`src/pkg/ria_defines.vh`:
```
`ifndef RIA_DEFINES_VH
`define RIA_DEFINES_VH

// ======================================================================
// register offsets
`define RIA_ADDR_PHYS3      8'h60
`define RIA_ADDR_PHYS4      8'h61
`define RIA_ADDR_PHYS5      8'h62
`define RIA_ADDR_PHYS6      8'h63
`define RIA_ADDR_PHYS7      8'h64
`define RIA_ADDR_ALIAS0     8'h65
`define RIA_ADDR_ALIAS1     8'h66

// ======================================================================
// local register indices
`define RIA_IDX_W           4
`define RIA_IDX_PHYS3       4'h0
`define RIA_IDX_ALIAS0      4'h5
`define RIA_IDX_NONE        4'hf
`define RIA_REGS_PER_PORT   7
`define RIA_PHYS_FIRST      3
`define RIA_ALIAS_LOCAL     2
`define RIA_EXT_PHYS        3
`define RIA_EXT_ALIAS       6

// ======================================================================
// field layout and reset values
`define RIA_SLOTS           8
`define RIA_SLOT_W          3
`define RIA_ADDR_MSB        7
`define RIA_ADDR_LSB        1
`define RIA_AUTO_ACK_BIT    0
`define RIA_TADDR_W         7
`define RIA_REG_W           8
`define RIA_RESET_VAL       8'h00
`define RIA_PHYS_MASK       8'hfe
`define RIA_NO_ALIAS        7'h00

`endif

```
`src/design/ria_alias_remap.v`:
```
`timescale 1ns/10ps
`include "ria_defines.vh"

// How it works
// - one register copy per receive port; port select picks the copy
// - physical target address in bits 7:1, reset zero, bit 0 reads zero
// - matching alias slot's physical address replaces the host address
// - alias address in bits 7:1, read-write, reset zero, feeds the decoder
// - an alias of zero never matches, disabling that target
// - alias bit 0 auto-acknowledges writes regardless of link or remote ack
module ria_alias_remap
#(
    parameter NPORT = 4,
    parameter PW    = 2
)
(
    input  wire                                     core_clk,
    input  wire                                     rst_n,
    input  wire [PW-1:0]                            port_sel,
    input  wire                                     reg_wr,
    input  wire                                     reg_rd,
    input  wire [7:0]                               reg_addr,
    input  wire [`RIA_REG_W-1:0]                    reg_wdata,
    output reg  [`RIA_REG_W-1:0]                    reg_rdata,
    output reg                                      reg_rvalid,
    output reg                                      reg_hit,
    input  wire [NPORT*`RIA_EXT_PHYS*`RIA_TADDR_W-1:0] ext_phys,
    input  wire [NPORT*`RIA_EXT_ALIAS*`RIA_REG_W-1:0]  ext_alias,
    input  wire                                     xact_valid,
    input  wire [PW-1:0]                            xact_port,
    input  wire [`RIA_TADDR_W-1:0]                  xact_addr,
    input  wire                                     xact_rnw,
    output reg                                      fwd_valid,
    output reg                                      fwd_hit,
    output reg  [PW-1:0]                            fwd_port,
    output reg  [`RIA_SLOT_W-1:0]                   fwd_slot,
    output reg  [`RIA_TADDR_W-1:0]                  fwd_addr,
    output reg                                      fwd_rnw,
    output reg                                      fwd_auto_ack
);

    localparam NREG = NPORT * `RIA_REGS_PER_PORT;

    // ==================================================================
    // register decode, shared by write and read paths
    function [`RIA_IDX_W-1:0] reg_index;
        input [7:0] a;
        begin
            case (a)
                `RIA_ADDR_PHYS3:  reg_index = 4'h0;
                `RIA_ADDR_PHYS4:  reg_index = 4'h1;
                `RIA_ADDR_PHYS5:  reg_index = 4'h2;
                `RIA_ADDR_PHYS6:  reg_index = 4'h3;
                `RIA_ADDR_PHYS7:  reg_index = 4'h4;
                `RIA_ADDR_ALIAS0: reg_index = 4'h5;
                `RIA_ADDR_ALIAS1: reg_index = 4'h6;
                default:          reg_index = `RIA_IDX_NONE;
            endcase
        end
    endfunction

    // ==================================================================
    // first storage index of a port's copy; the bus side and the
    // search side must agree on this layout, so both use it
    function integer port_base;
        input [PW-1:0] p;
        begin
            port_base = p * `RIA_REGS_PER_PORT;
        end
    endfunction

    reg  [`RIA_REG_W-1:0]       mem_reg [0:NREG-1];
    wire [`RIA_IDX_W-1:0]       acc_idx;
    wire                        acc_mapped;
    wire [31:0]                 acc_slot;
    wire [`RIA_REG_W-1:0]       wr_val;
    integer                     i;

    assign acc_idx    = reg_index(reg_addr);
    // unmapped offsets never touch storage
    assign acc_mapped = (acc_idx != `RIA_IDX_NONE);
    assign acc_slot   = port_base(port_sel) + acc_idx;
    // physical bit 0 held at zero
    assign wr_val   = (acc_idx < `RIA_IDX_ALIAS0) ?
                      (reg_wdata & `RIA_PHYS_MASK) : reg_wdata;

    // ==================================================================
    // register storage
    always @(posedge core_clk or negedge rst_n)
    begin
        if (!rst_n)
        begin
            for (i = 0; i < NREG; i = i + 1)
                mem_reg[i] <= `RIA_RESET_VAL;
        end
        else if (reg_wr && acc_mapped)
        begin
            // alias read-write
            // a read in this same cycle still returns the old value
            mem_reg[acc_slot] <= wr_val;
        end
    end

    // ==================================================================
    // read path, one cycle; unmapped reads zero with reg_hit low
    always @(posedge core_clk or negedge rst_n)
    begin
        if (!rst_n)
        begin
            reg_rdata  <= `RIA_RESET_VAL;
            reg_rvalid <= 1'b0;
            reg_hit    <= 1'b0;
        end
        else
        begin
            reg_rvalid <= reg_rd;
            // data and hit hold between reads for a slow master
            if (reg_rd)
            begin
                reg_hit <= acc_mapped;
                if (acc_mapped)
                    reg_rdata <= mem_reg[acc_slot];
                else
                    reg_rdata <= `RIA_RESET_VAL;
            end
        end
    end

    // ==================================================================
    // slot table of the addressed port
    // slots outside this block's map come from the neighbouring
    // register file, so the search still covers all eight slots
    // tables are read combinationally, so a register write in the
    // same cycle as a transaction is not yet seen by it
    reg  [`RIA_SLOTS*`RIA_REG_W-1:0]     alias_bus;
    reg  [`RIA_SLOTS*`RIA_TADDR_W-1:0]   phys_bus;
    reg  [`RIA_REG_W-1:0]                tmp;
    integer                              k;
    integer                              base;

    always @*
    begin
        alias_bus = {`RIA_SLOTS*`RIA_REG_W{1'b0}};
        phys_bus  = {`RIA_SLOTS*`RIA_TADDR_W{1'b0}};
        tmp       = `RIA_RESET_VAL;
        base      = port_base(xact_port);
        for (k = 0; k < `RIA_SLOTS; k = k + 1)
        begin
            if (k < `RIA_PHYS_FIRST)
                phys_bus[k*`RIA_TADDR_W +: `RIA_TADDR_W] =
                    ext_phys[(xact_port*`RIA_EXT_PHYS + k)*`RIA_TADDR_W
                             +: `RIA_TADDR_W];
            else
            begin
                tmp = mem_reg[base + k - `RIA_PHYS_FIRST];
                phys_bus[k*`RIA_TADDR_W +: `RIA_TADDR_W] =
                    tmp[`RIA_ADDR_MSB:`RIA_ADDR_LSB];
            end
            if (k < `RIA_ALIAS_LOCAL)
                alias_bus[k*`RIA_REG_W +: `RIA_REG_W] =
                    mem_reg[base + `RIA_IDX_ALIAS0 + k];
            else
                alias_bus[k*`RIA_REG_W +: `RIA_REG_W] =
                    ext_alias[(xact_port*`RIA_EXT_ALIAS + k
                               - `RIA_ALIAS_LOCAL)*`RIA_REG_W
                              +: `RIA_REG_W];
        end
    end

    wire                        m_hit;
    wire [`RIA_SLOT_W-1:0]      m_slot;
    wire [`RIA_TADDR_W-1:0]     m_phys;
    wire                        m_ack;

    ria_slot_match u_match
    (
        .addr_in   (xact_addr),
        .alias_bus (alias_bus),
        .phys_bus  (phys_bus),
        .hit       (m_hit),
        .slot      (m_slot),
        .phys_addr (m_phys),
        .auto_ack  (m_ack)
    );

    wire [`RIA_TADDR_W-1:0]     fwd_addr_next;
    wire                        fwd_ack_next;

    // remapped address on a hit; a miss passes the host address
    // through untouched and downstream decides
    assign fwd_addr_next = m_hit ? m_phys : xact_addr;
    // writes only; lock and remote ack not consulted
    assign fwd_ack_next  = m_hit & m_ack & ~xact_rnw;

    // ==================================================================
    // forward request toward the control channel
    always @(posedge core_clk or negedge rst_n)
    begin
        if (!rst_n)
        begin
            fwd_valid    <= 1'b0;
            fwd_hit      <= 1'b0;
            fwd_port     <= {PW{1'b0}};
            fwd_slot     <= {`RIA_SLOT_W{1'b0}};
            fwd_addr     <= `RIA_NO_ALIAS;
            fwd_rnw      <= 1'b0;
            fwd_auto_ack <= 1'b0;
        end
        else
        begin
            fwd_valid <= xact_valid;
            if (xact_valid)
            begin
                fwd_hit  <= m_hit;
                fwd_port <= xact_port;
                fwd_slot <= m_slot;
                fwd_rnw  <= xact_rnw;
                fwd_addr     <= fwd_addr_next;
                // auto-ack flag registered with the request
                fwd_auto_ack <= fwd_ack_next;
            end
        end
    end

endmodule // ria_alias_remap

```
`src/design/ria_slot_match.v`:
```
`timescale 1ns/10ps
`include "ria_defines.vh"

module ria_slot_match
(
    input  wire [`RIA_TADDR_W-1:0]              addr_in,
    input  wire [`RIA_SLOTS*`RIA_REG_W-1:0]     alias_bus,
    input  wire [`RIA_SLOTS*`RIA_TADDR_W-1:0]   phys_bus,
    output reg                                  hit,
    output reg  [`RIA_SLOT_W-1:0]               slot,
    output reg  [`RIA_TADDR_W-1:0]              phys_addr,
    output reg                                  auto_ack
);

    integer                 k;
    reg [`RIA_REG_W-1:0]    entry;

    // ==================================================================
    // priority search
    always @*
    begin
        entry     = `RIA_RESET_VAL;
        hit       = 1'b0;
        slot      = {`RIA_SLOT_W{1'b0}};
        phys_addr = `RIA_NO_ALIAS;
        auto_ack  = 1'b0;
        for (k = `RIA_SLOTS - 1; k >= 0; k = k - 1)
        begin
            entry = alias_bus[k*`RIA_REG_W +: `RIA_REG_W];
            if (entry[`RIA_ADDR_MSB:`RIA_ADDR_LSB] != `RIA_NO_ALIAS &&
                entry[`RIA_ADDR_MSB:`RIA_ADDR_LSB] == addr_in)
            begin
                hit       = 1'b1;
                slot      = k[`RIA_SLOT_W-1:0];
                phys_addr = phys_bus[k*`RIA_TADDR_W +: `RIA_TADDR_W];
                auto_ack  = entry[`RIA_AUTO_ACK_BIT];
            end
        end
    end

endmodule // ria_slot_match

```
`config.mk`:
```
export PLATFORM = sky130hd
export DESIGN_NAME = ria_alias_remap
export DESIGN_NICKNAME = d
export VERILOG_FILES = /design/src/design/ria_alias_remap.v /design/src/design/ria_slot_match.v
export VERILOG_INCLUDE_DIRS = /design/src /design/src/pkg
export SDC_FILE = /design/constraint.sdc
export NUM_CORES = 1
export LEC_CHECK = 0
export BUFFER_PORTS_ARGS = -buffer_cell sky130_fd_sc_hd__buf_2
export CAP_MARGIN = 20
export CORE_AREA = 2 2 236 238
export CTS_CLUSTER_SIZE = 28
export DETAILED_ROUTE_END_ITERATION = 7
export DIE_AREA = 0 0 238 240
export PLACE_DENSITY = 0.68
export SETUP_SLACK_MARGIN = 0.3
export SYNTH_ARGS = -nofsm -noshare
export SYNTH_HDL_FRONTEND = slang
export SYNTH_SLANG_ARGS = --single-unit
```
`constraint.sdc`:
```
create_clock -name core_clk -period 6.17 [get_ports core_clk]
set_clock_uncertainty 0.2 [all_clocks]
set_input_delay 0.3085 -clock core_clk [delete_from_list [all_inputs] [get_ports core_clk]]
set_output_delay 0.3085 -clock core_clk [all_outputs]
set_load 0.005 [all_outputs]
```
Yosys cells after proc, flatten, opt, wreduce, memory -nomap -nowiden
Cells that the tools add are included.
{"block": "totals", "rom_bits": 0, "memories": 0, "mem_bits_rw": 0, "out_inout_bits": 26, "input_bits": 309, "regBits": 250, "latch_bits": 0, "elab_cells": 199}
{"block": "op_classes", "n_reduce_logical": 18, "muxes": 63, "div": 0, "add_sub_neg": 27, "n_bitwise": 11, "multipliers": 7, "eq_ne": 16, "order_cmp": 10, "shifts": 9}
{"cell": "indexed part select 192 x 33 -> 8 bit", "count": 6}
{"cell": "binary-select mux 8 bit (select 5 bit)", "count": 8}
{"cell": "bitwise mux 224 bit", "count": 1}
{"cell": "indexed part select 84 x 9 -> 7 bit", "count": 2}
{"cell": "greater-or-equal comparator 32 x 6 -> 1 bit, second input constant", "count": 5}
{"cell": "inverter 32 bit", "count": 5}
{"cell": "2-to-1 mux 8 bit", "count": 18}
{"cell": "greater-or-equal comparator 33 x 6 -> 1 bit, second input constant", "count": 3}
{"cell": "indexed part select 84 x 8 -> 7 bit", "count": 1}
{"cell": "subtractor 6 x 2 -> 7 bit, second input constant", "count": 11}
{"cell": "2-to-1 mux 7 bit", "count": 9}
{"cell": "equality test 7 bit", "count": 8}
{"cell": "equality test 8 x 7 -> 1 bit, second input constant", "count": 7}
{"cell": "nonzero test 7 bit", "count": 8}
{"cell": "adder 5 x 3 -> 6 bit, second input constant", "count": 9}
{"cell": "demux 8 bit (select 5 bit)", "count": 1}
{"cell": "< comparator 33 x 1 -> 1 bit, second input constant", "count": 1}
{"cell": "inverter 32 -> 33 bit", "count": 1}
{"cell": "inverter 6 -> 33 bit", "count": 1}
{"cell": "inverter 7 -> 33 bit", "count": 1}
{"cell": "one-hot mux 4 bit (7 select lines)", "count": 1}
{"cell": "2-to-1 mux 3 bit", "count": 8}
{"cell": "adder 5 x 2 -> 6 bit, second input constant", "count": 3}
{"cell": "2-to-1 mux 1 bit", "count": 17}
{"cell": "other kinds (13)", "count": 26}

Logic depth before layout (Yosys ltp)
Gate-level depths: netlist of the first run.
{"block": "logic_depth", "word_depth": 16, "mapped_depth": 26, "mapped_depth_nobuf": 16}

By module
Synthesis of the first run repeated with hierarchy kept, for this count alone.
{"block": "unflattened", "hier_cells": 2088, "hier_area_um2": 24707.4}
{"module": "ria_alias_remap", "cells_each": 1856, "n_inst": 1, "area_per_inst_um2": 23064.6, "seq_area_each_um2": 6256.0}
{"module": "ria_slot_match", "cells_each": 232, "n_inst": 1, "area_per_inst_um2": 1642.8, "seq_area_each_um2": 0.0}

Least setup slack after synthesis of the first run
No wires, ideal clock.
{"block": "synth_timing", "kind": "in2reg", "startpoint": "input xact_port[0]", "endpoint": "register fwd_addr[6]", "setup_time_ns": 0.101, "arrival_time_ns": 5.106, "path_slack_ns": 0.763, "t_required_ns": 5.869, "stages": 22, "n_path_buf": 8, "cell_sequence": "buf_6 -> buf_12 -> buf_6 -> inv_2 -> buf_2 -> buf_1 -> clkbuf_1 -> ha_1 -> ha_1 -> buf_2 -> mux2i_1 -> a22o_1 -> o31a_1 -> a311o_1 -> nor4_1 -> nand4b_1 -> or3b_1 -> buf_6 -> o211a_1 -> nor4_2 -> nor3_1 -> o32ai_1"}
{"block": "synth_via", "elab_chain_len": 16, "word_cells_on_any_way": 110, "classes_between": "add/sub (26); mul (6); eq/ne (8); shift (9); mux (38); bitwise (7); reduce/logical (16)"}
{"item": "from (decl)", "line_no": "ria_alias_remap.v:30", "source": "input wire [PW-1:0] xact_port,"}
{"item": "parallel branches: the longest is 15 deep, another holds subtractor 6 x 2 -> 7 bit"}
{"item": "2-to-1 mux 7 bit *", "line_no": "ria_alias_remap.v:191", "source": "assign fwd_addr_next = m_hit ? m_phys : xact_addr;"}
{"item": "to (signal assigned)", "line_no": "ria_alias_remap.v:205", "source": "fwd_addr <= `RIA_NO_ALIAS;"}
{"item": "to (signal assigned)", "line_no": "ria_alias_remap.v:218", "source": "fwd_addr <= fwd_addr_next;"}
{"item": "to (decl)", "line_no": "ria_alias_remap.v:37", "source": "output reg [`RIA_TADDR_W-1:0] fwd_addr,"}
Mark *: on every way between the ends. The select of a mux whose other input is x is not followed.
A chain may end at the register's enable or synchronous reset.

Final worst setup path of the first run
{"block": "layout_timing", "startpoint": "input xact_port[1]", "endpoint": "register fwd_slot[0]"}
{"block": "layout_via", "elab_chain_len": 14, "word_cells_on_any_way": 62, "classes_between": "add/sub (14); mul (2); eq/ne (8); shift (6); mux (14); bitwise (2); reduce/logical (16)"}
{"item": "multiplier 2 x 2 -> 4 bit (no line)"}
{"item": "adder 5 x 3 -> 6 bit", "line_no": "ria_alias_remap.v:164", "source": "ext_alias[(xact_port*`RIA_EXT_ALIAS + k"}
{"item": "subtractor 6 x 2 -> 7 bit (no line)"}
{"item": "indexed part select 192 x 33 -> 8 bit", "line_no": "ria_alias_remap.v:164"}
{"item": "equality test 7 bit or nonzero test 7 bit (tied branches)"}
{"item": "logical AND 1 bit", "line_no": "ria_slot_match.v:30", "source": "if (entry[`RIA_ADDR_MSB:`RIA_ADDR_LSB] != `RIA_NO_ALIAS &&"}
{"item": "2-to-1 mux 3 bit (7 in a row)", "line_no": "ria_slot_match.v:30"}
{"item": "2-to-1 mux 3 bit *", "line_no": "ria_slot_match.v:30"}
{"item": "to (signal assigned)", "line_no": "ria_alias_remap.v:204", "source": "fwd_slot <= {`RIA_SLOT_W{1'b0}};"}
{"item": "to (signal assigned)", "line_no": "ria_alias_remap.v:216", "source": "fwd_slot <= m_slot;"}
{"item": "to (decl)", "line_no": "ria_alias_remap.v:36", "source": "output reg [`RIA_SLOT_W-1:0] fwd_slot,"}
Mark *: on every way between the ends. The rest lies on a longest branch, timed or not. The select of a mux whose other input is x is not followed.

==> results of run 1 <==
[worst max path at each step]
stage / endpoint / cells after the start / from / slack [ps]
after floorplan: fwd_addr[6] / 22 / xact_port[0] / 760
after global placement: fwd_slot[0] / 15 / xact_port[1] / 680
after global routing: fwd_auto_ack / 15 / xact_port[1] / 740
after detailed placement: fwd_addr[2] / 15 / xact_port[1] / 440
after CTS: fwd_auto_ack / 15 / xact_port[1] / 1020
final: fwd_slot[0] / 15 / xact_port[1] / 930
[layout by cell type (no fill, tap or decap), drive strengths merged, types with 7 or more instances in the layout]
cell,synthesis,layout
ha,14,14
clkbuf,97,36
a22o,8,8
a211oi,12,12
clkinv,4,11
mux2,271,271
nand2b,16,16
a21oi,80,80
nand4,11,11
nand3,51,51
a221oi,17,17
buf,118,421
dfrtp,250,250
xnor2,43,43
mux4,350,350
o31ai,13,13
xor2,7,7
o21ai,78,78
a22oi,26,26
mux2i,142,142
inv,37,39
and2,14,14
nand2,190,190
nor3,34,34
a2111oi,8,8
nor2b,25,25
a31oi,44,44
o22ai,25,25
nor4,15,15
and3,18,18
o211ai,17,17
o211a,7,7
a311o,7,7
o32ai,7,7
nor2,98,98
[logic make-up after synthesis]
logic type      Yosys count  share of synthesized area (%)
flops                   250                          24.17
buf+inv                 256                          5.147
fa+ha+maj                17                         0.9086
xor+xnor                 50                          1.721
mux                     763                          47.76
simple gates            503                          9.294
compound gates          412                          11.01
[area by class of cell]
type,instances,area [um2],area share (%)
inverters,41,153.9,0.5280
well taps,704,880.8,3.022
multi-input cells,1745,18410,63.16
repair buffers,426,2494,8.555
clock inverters,14,217.7,0.7469
flip-flops and latches,250,6256,21.46
clock buffers,35,735.7,2.524
[synth_stat cells (7+ instances only)]
cell type	n	area share (%)
buf_2	40	0.77
nor2_1	95	1.4
mux2i_1	142	5.5
nor2b_1	24	0.58
buf_1	21	0.30
o31ai_1	11	0.32
clkbuf_1	97	1.4
ha_1	14	0.68
buf_6	18	0.78
nand2b_1	16	0.39
dfrtp_1	250	24
nor4_1	13	0.31
a31oi_1	43	1.0
o22ai_1	25	0.60
mux4_2	348	30
a211oi_1	11	0.32
a22o_1	8	0.27
nor3_1	34	0.66
nand3_1	51	0.99
buf_4	35	1.0
nand2_1	189	2.7
o32ai_1	7	0.24
and2_1	9	0.22
o21ai_0	72	1.4
and3_1	18	0.43
a221oi_1	16	0.54
nand4_1	11	0.27
mux2_2	266	12
inv_1	35	0.51
a21oi_1	78	1.5
a311o_1	7	0.27
xnor2_1	43	1.5
a22oi_1	26	0.75
o211a_1	7	0.27
o211ai_1	16	0.46
[worst max-delay path: stages]
cell	delay, ps
buf_2	600
inv_1	280
ha_4	570
nor2b_1	530
buf_4	290
a22oi_1	120
nor2b_1	160
a221o_1	320
a2111oi_0	580
o211ai_2	470
or3b_1	510
a21oi_1	110
o21ai_0	200
a21oi_1	100
mux2_2	270
[power by group]
| group | internal, mW | switching [mW] | total, mW |
|---|---|---|---|
| clock network | 1.06 | 0.725 | 1.78 |
| registers | 1.69 | 0.0547 | 1.74 |
| logic | 0.744 | 1.08 | 1.82 |
[what timing repair did]
item / in CTS / in global routing
setup endpoints to repair: 0 / 0
endpoints found under the hold margin: 102 / 0
hold buffers: 4 / 0
[layer usage]
layer  up-vias  global-route usage, %  share of wire (%)
li1       9500                      -                  -
met4        10                  21.34                6.8
met1     11900                  46.37                 36
met2      1654                  60.45                 47
met5         -                      0              0.063
met3       321                  7.245                9.8
==> qor.csv, run 1 <==
stage,metric,value,unit
floorplan,IO Pins,335,
logic_synthesis,Yosys reg bits,250,
floorplan,Die Area,0.05712,mm2
grt,number of global-route vias before repair,22950,
clocking,Post-CTS Setup Bufs,0,
logic_synthesis,Mapped Area,0.02589,mm2
floorplan,Chip Height,240,um
floorplan,Die X,238,um
clocking,H-tree depth,1,
logic_synthesis,"Seq/Total Area, Yosys",24.17,%
route,Routed WL,107.1,mm
timing,Slew HR,27.03,%
logic_synthesis,Yosys cell types,97,
timing,Final Hold Vio Count,0,
grt,first-pass GRT wire length,155.8,mm
critical_path,Worst setup EP type,flop,
logic_synthesis,Cells after Synth,2251,
final_layout,number of antenna cells inserted,0,
logic_synthesis,Post-synth EDFFs,0,
critical_path,reg2reg end,fwd_addr[5],
final_layout,layout cells sized above 1,44.48,%
place,DPL Wire Length,80.73,mm
pwr,PD cells,183.3,mW/mm2
worst_hold_path,Hold Crit Class,in -> reg,
logic_synthesis,Syn Nets,2577,
worst_hold_path,hold endpoint,fwd_addr[4],
final_layout,post-layout util,53.32,%
critical_path,RR Startpoint,mem_reg[212],
run_status,status,completed,
place,gp weighted congestion,1.018,
clocking,root buffer cell,clkbuf_16,
run,Max Cap Viol,0,
clocking,"Clk pin slew, worst setup/hold paths",60,ps
timing,endpoints failing setup,0,
logic_synthesis,syn_area_per_cell,11.50,um2
final_layout,Finished Layout Cells,3215,
timing,hold_ws,95.54,ps
worst_hold_path,hold_sp,xact_addr[4],
critical_path,type of origin of the critical path,primary input,
floorplan,Initial Utilization,47.36,%
clocking,CTS Buf Count,27,
pwr,Leak,12.09,nW
place,# port buffers,334,
timing,Peak Freq,0.1909,GHz
final_layout,NumNets Final,2817,
timing,Setup TNS,0,ps
route,Vias,23380,
route,DRC,0,
final_layout,layout filler cell count,4730,
timing,min Tclk post-route,5238,ps
timing,"Slew Viols, Final",0,
final_layout,Largest register FFs,224,
clocking,clock buffer depth,3,
final_layout,P&R area growth vs syn,12.59,%
place,placed cells,3160,
critical_path,CP required,6420,ps
logic_synthesis,Async SR Flop Fraction,100.0,%
place,pre-CTS setup slack,436.1,ps
grt,Overall Global Routing Usage,37.08,%
grt,initial antenna violation count,5,
worst_hold_path,WHS Path Cells,3,
clocking,Sink Count,250,
route,via/cell ratio,7.272,
clocking,CTS tree,built,
timing,fin crit share,84.90,%
route,Final ANT Viol Nets,0,
floorplan,FP Rows,86,
critical_path,kind of critical path,in -> reg,
logic_synthesis,Main synth FF type,dfrtp_1,
timing,unrepaired setup endpoints after global routing,no,
critical_path,CP max FO,28,
grt,gr ovfl total,0,
route,Pre-antenna DRT Iters,6,
critical_path,R2R depth,9,
route,DRT iter0 DRCs,2946,
logic_synthesis,Ys Warns,0,
pwr,"Power, Total",5.342,mW
clocking,clk_lat worst skew,600,ps
critical_path,R2R setup slack,2260,ps
timing,Worst Tran Pin Value,1091,ps
pwr,worst vdd ir,201.1,uV
floorplan,Core Region,0.05466,mm2
route,WL/cell,33.30,um
place,Post-DP Area,0.02814,mm2
timing,min setup slack post-route,932.0,ps
clocking,post-CTS sizing,0,
critical_path,Worst Path Arrival,5490,ps
final_layout,final instance area,0.02915,mm2
grt,largest net degree at the start of global routing,167,
Power figures use the tool's default switching activity.
==> run 2, diff against run 1 <==
==> constraint.sdc (replaced) <==
create_clock -name core_clk -period 5 [get_ports core_clk]
set_clock_uncertainty 0.2 [all_clocks]
set_input_delay 0.25 -clock core_clk [delete_from_list [all_inputs] [get_ports core_clk]]
set_output_delay 0.25 -clock core_clk [all_outputs]
set_load 0.005 [all_outputs]
==> run 2 against run 1 <==
Effect of this change: the flow now finishes with violations (hold timing); largest cell class unchanged; critical endpoint is now fwd_auto_ack; clock power increased by 18%; sequential cell count unchanged; core utilization increased by 0.48 points; sequential power increased by 24%.
==> qor.csv, run 2 (synthesis gave the netlist of run 1 again) <==
stage,metric,value,unit
final_layout,number of antenna cells inserted,0,
timing,Final Hold Vio Count,1,
final_layout,P&R area growth vs syn,13.60,%
clocking,post-CTS sizing,0,
final_layout,final instance area,0.02941,mm2
floorplan,FP Rows,86,
pwr,Leak,12.26,nW
grt,number of global-route vias before repair,23120,
pwr,Sequential Power Share,32.9,%
timing,endpoints failing setup,0,
place,DPL Wire Length,83.88,mm
route,DRT iter0 DRCs,2850,
pwr,Power Internal,4.253,mW
place,Post-DP Area,0.02845,mm2
pwr,worst vdd ir,416.5,uV
grt,met2 Use GR,61.52,%
timing,fin crit share,88.39,%
critical_path,CP cell instances,buf_8 > inv_4 > ha_4 > ha_1 > buf_4 > nor2_1 > a221o_1 > a211oi_1 > and2_1 > a2111oi_0 > o211ai_2 > or3b_1 > o221a_1 > o311ai_1 > a31oi_1 > o2bb2ai_1,
grt,first-pass GRT wire length,159.3,mm
run,Max Cap Viol,0,
pwr,PD cells,222.0,mW/mm2
timing,Slew HR,17.84,%
grt,met1 usage in global routing,48.34,%
route,Vias,23530,
grt,largest net degree at the start of global routing,152,
route,Routed WL,109.8,mm
route,Final ANT Viol Nets,0,
floorplan,IO Pins,335,
pwr,Psw,2.276,mW
critical_path,type of origin of the critical path,primary input,
clocking,root buffer cell,clkbuf_16,
worst_hold_path,WHS Path Cells,4,
timing,min Tclk post-route,4419,ps
critical_path,CP max stage delay,590,ps
clocking,H-tree depth,1,
timing,unrepaired setup endpoints after global routing,no,
critical_path,Worst path slowest cell,or3b_1,
clocking,"Clk pin slew, worst setup/hold paths",60,ps
pwr,Clock power frac,32.2,%
floorplan,Core Region,0.05466,mm2
route,via/cell ratio,7.242,
timing,"Slew Viols, Final",0,
clocking,CTS tree,built,
clocking,Sink Count,250,
pwr,sw frac,34.86,%
critical_path,Worst setup EP type,flop,
grt,initial antenna violation count,1,
pwr,"Power, Total",6.530,mW
critical_path,R2R depth,9,
floorplan,Die Area,0.05712,mm2
final_layout,Largest register FFs,224,
floorplan,Initial Utilization,47.36,%
place,gp weighted congestion,0.9964,
floorplan,Chip Height,240,um
route,WL/cell,33.80,um
final_layout,layout cells sized above 1,45.27,%
clocking,clk_lat worst skew,560,ps
critical_path,Worst Path Arrival,4700,ps
worst_hold_path,Hold Crit Class,in -> reg,
route,DRC,0,
grt,Top Usage Layer GRT,met2,
place,# port buffers,334,
run_status,status,finished with violations,
clocking,Post-CTS Setup Bufs,0,
timing,hold_ws,-3.400,ps
run_status,failing checks,hold timing,
grt,met3 Use GR,6.487,%
clocking,clock buffer depth,3,
critical_path,CP required,5280,ps
pwr,combinational share of power,34.9,%
timing,Setup TNS,0,ps
final_layout,most frequent cells in the layout,"mux4_2 (348), buf_2 (332), mux2_2 (266)",
grt,gr ovfl total,0,
clocking,CTS Buf Count,27,
critical_path,kind of critical path,in -> reg,
final_layout,"most common cell after layout, fill and taps aside",mux4_2,
grt,Overall Global Routing Usage,38.02,%
timing,Peak Freq,0.2263,GHz
timing,Worst Tran Pin Value,1219,ps
floorplan,Die X,238,um
final_layout,NumNets Final,2851,
route,Pre-antenna DRT Iters,6,
critical_path,CP max FO,19,
run 2: critical path, delay by kind of cell:
kind / cells / cell delay, ps
compound gates: 8 / 2150
buf+inv: 3 / 620
fa+ha+maj: 2 / 730
simple gates: 3 / 930
run 2: repair_timing:
action                     in CTS  in global routing
hold buffers                    4                  0
setup endpoints to repair       0                  0
hold endpoints to repair      120                  0
run 2: final timing paths:
path	from	slack (ps)	end
worst min register to register	fwd_slot[1]	290	fwd_slot[1]
worst max-delay path	xact_port[0]	580	fwd_auto_ack
worst max register to register	mem_reg[92]	1090	fwd_addr[4]
max in group asynchronous	rst_n	3050	mem_reg[164]
worst min-delay path	reg_addr[2]	-3	reg_rdata[7]
min in group asynchronous	rst_n	120	mem_reg[202]
run 2: cell type report:
class                           count  area, um2
Tap cell                          704      880.8
Clock inverter                     12      143.9
Sequential cell                   250       6256
Timing Repair Buffer              460       2801
Fill cell                        4745      25250
Inverter                           41      156.4
Clock buffer                       37      773.2
Multi-Input combinational cell   1745      18400
run 2: metrics by stage:
step                      std cells  utilization (%)  setup slack, ps
after floorplan                2251                -            283.9
after global placement         3195            52.03            120.3
after global routing           3249            53.80            466.9
final                          3249            53.80            580.7
after CTS                      3249            53.80            606.6
after detailed placement       3196            52.05            50.24
run 2: power by group through the flow:
stage / sequential [mW] / combinational (mW) / clock [mW]
after floorplan: 2.16 / 1.42 / 0
after global placement: 2.17 / 2.21 / 0
after detailed placement: 2.18 / 2.22 / 0
after CTS: 2.14 / 2.24 / 2.13
after global routing: 2.15 / 2.39 / 2.21
final: 2.15 / 2.28 / 2.10
run 2: routing by layer:
metal,wire length [um],up-vias
met3,10750,330
met4,7885,0
li1,-,9563
met1,39940,11990
met5,0,-
met2,51230,1646
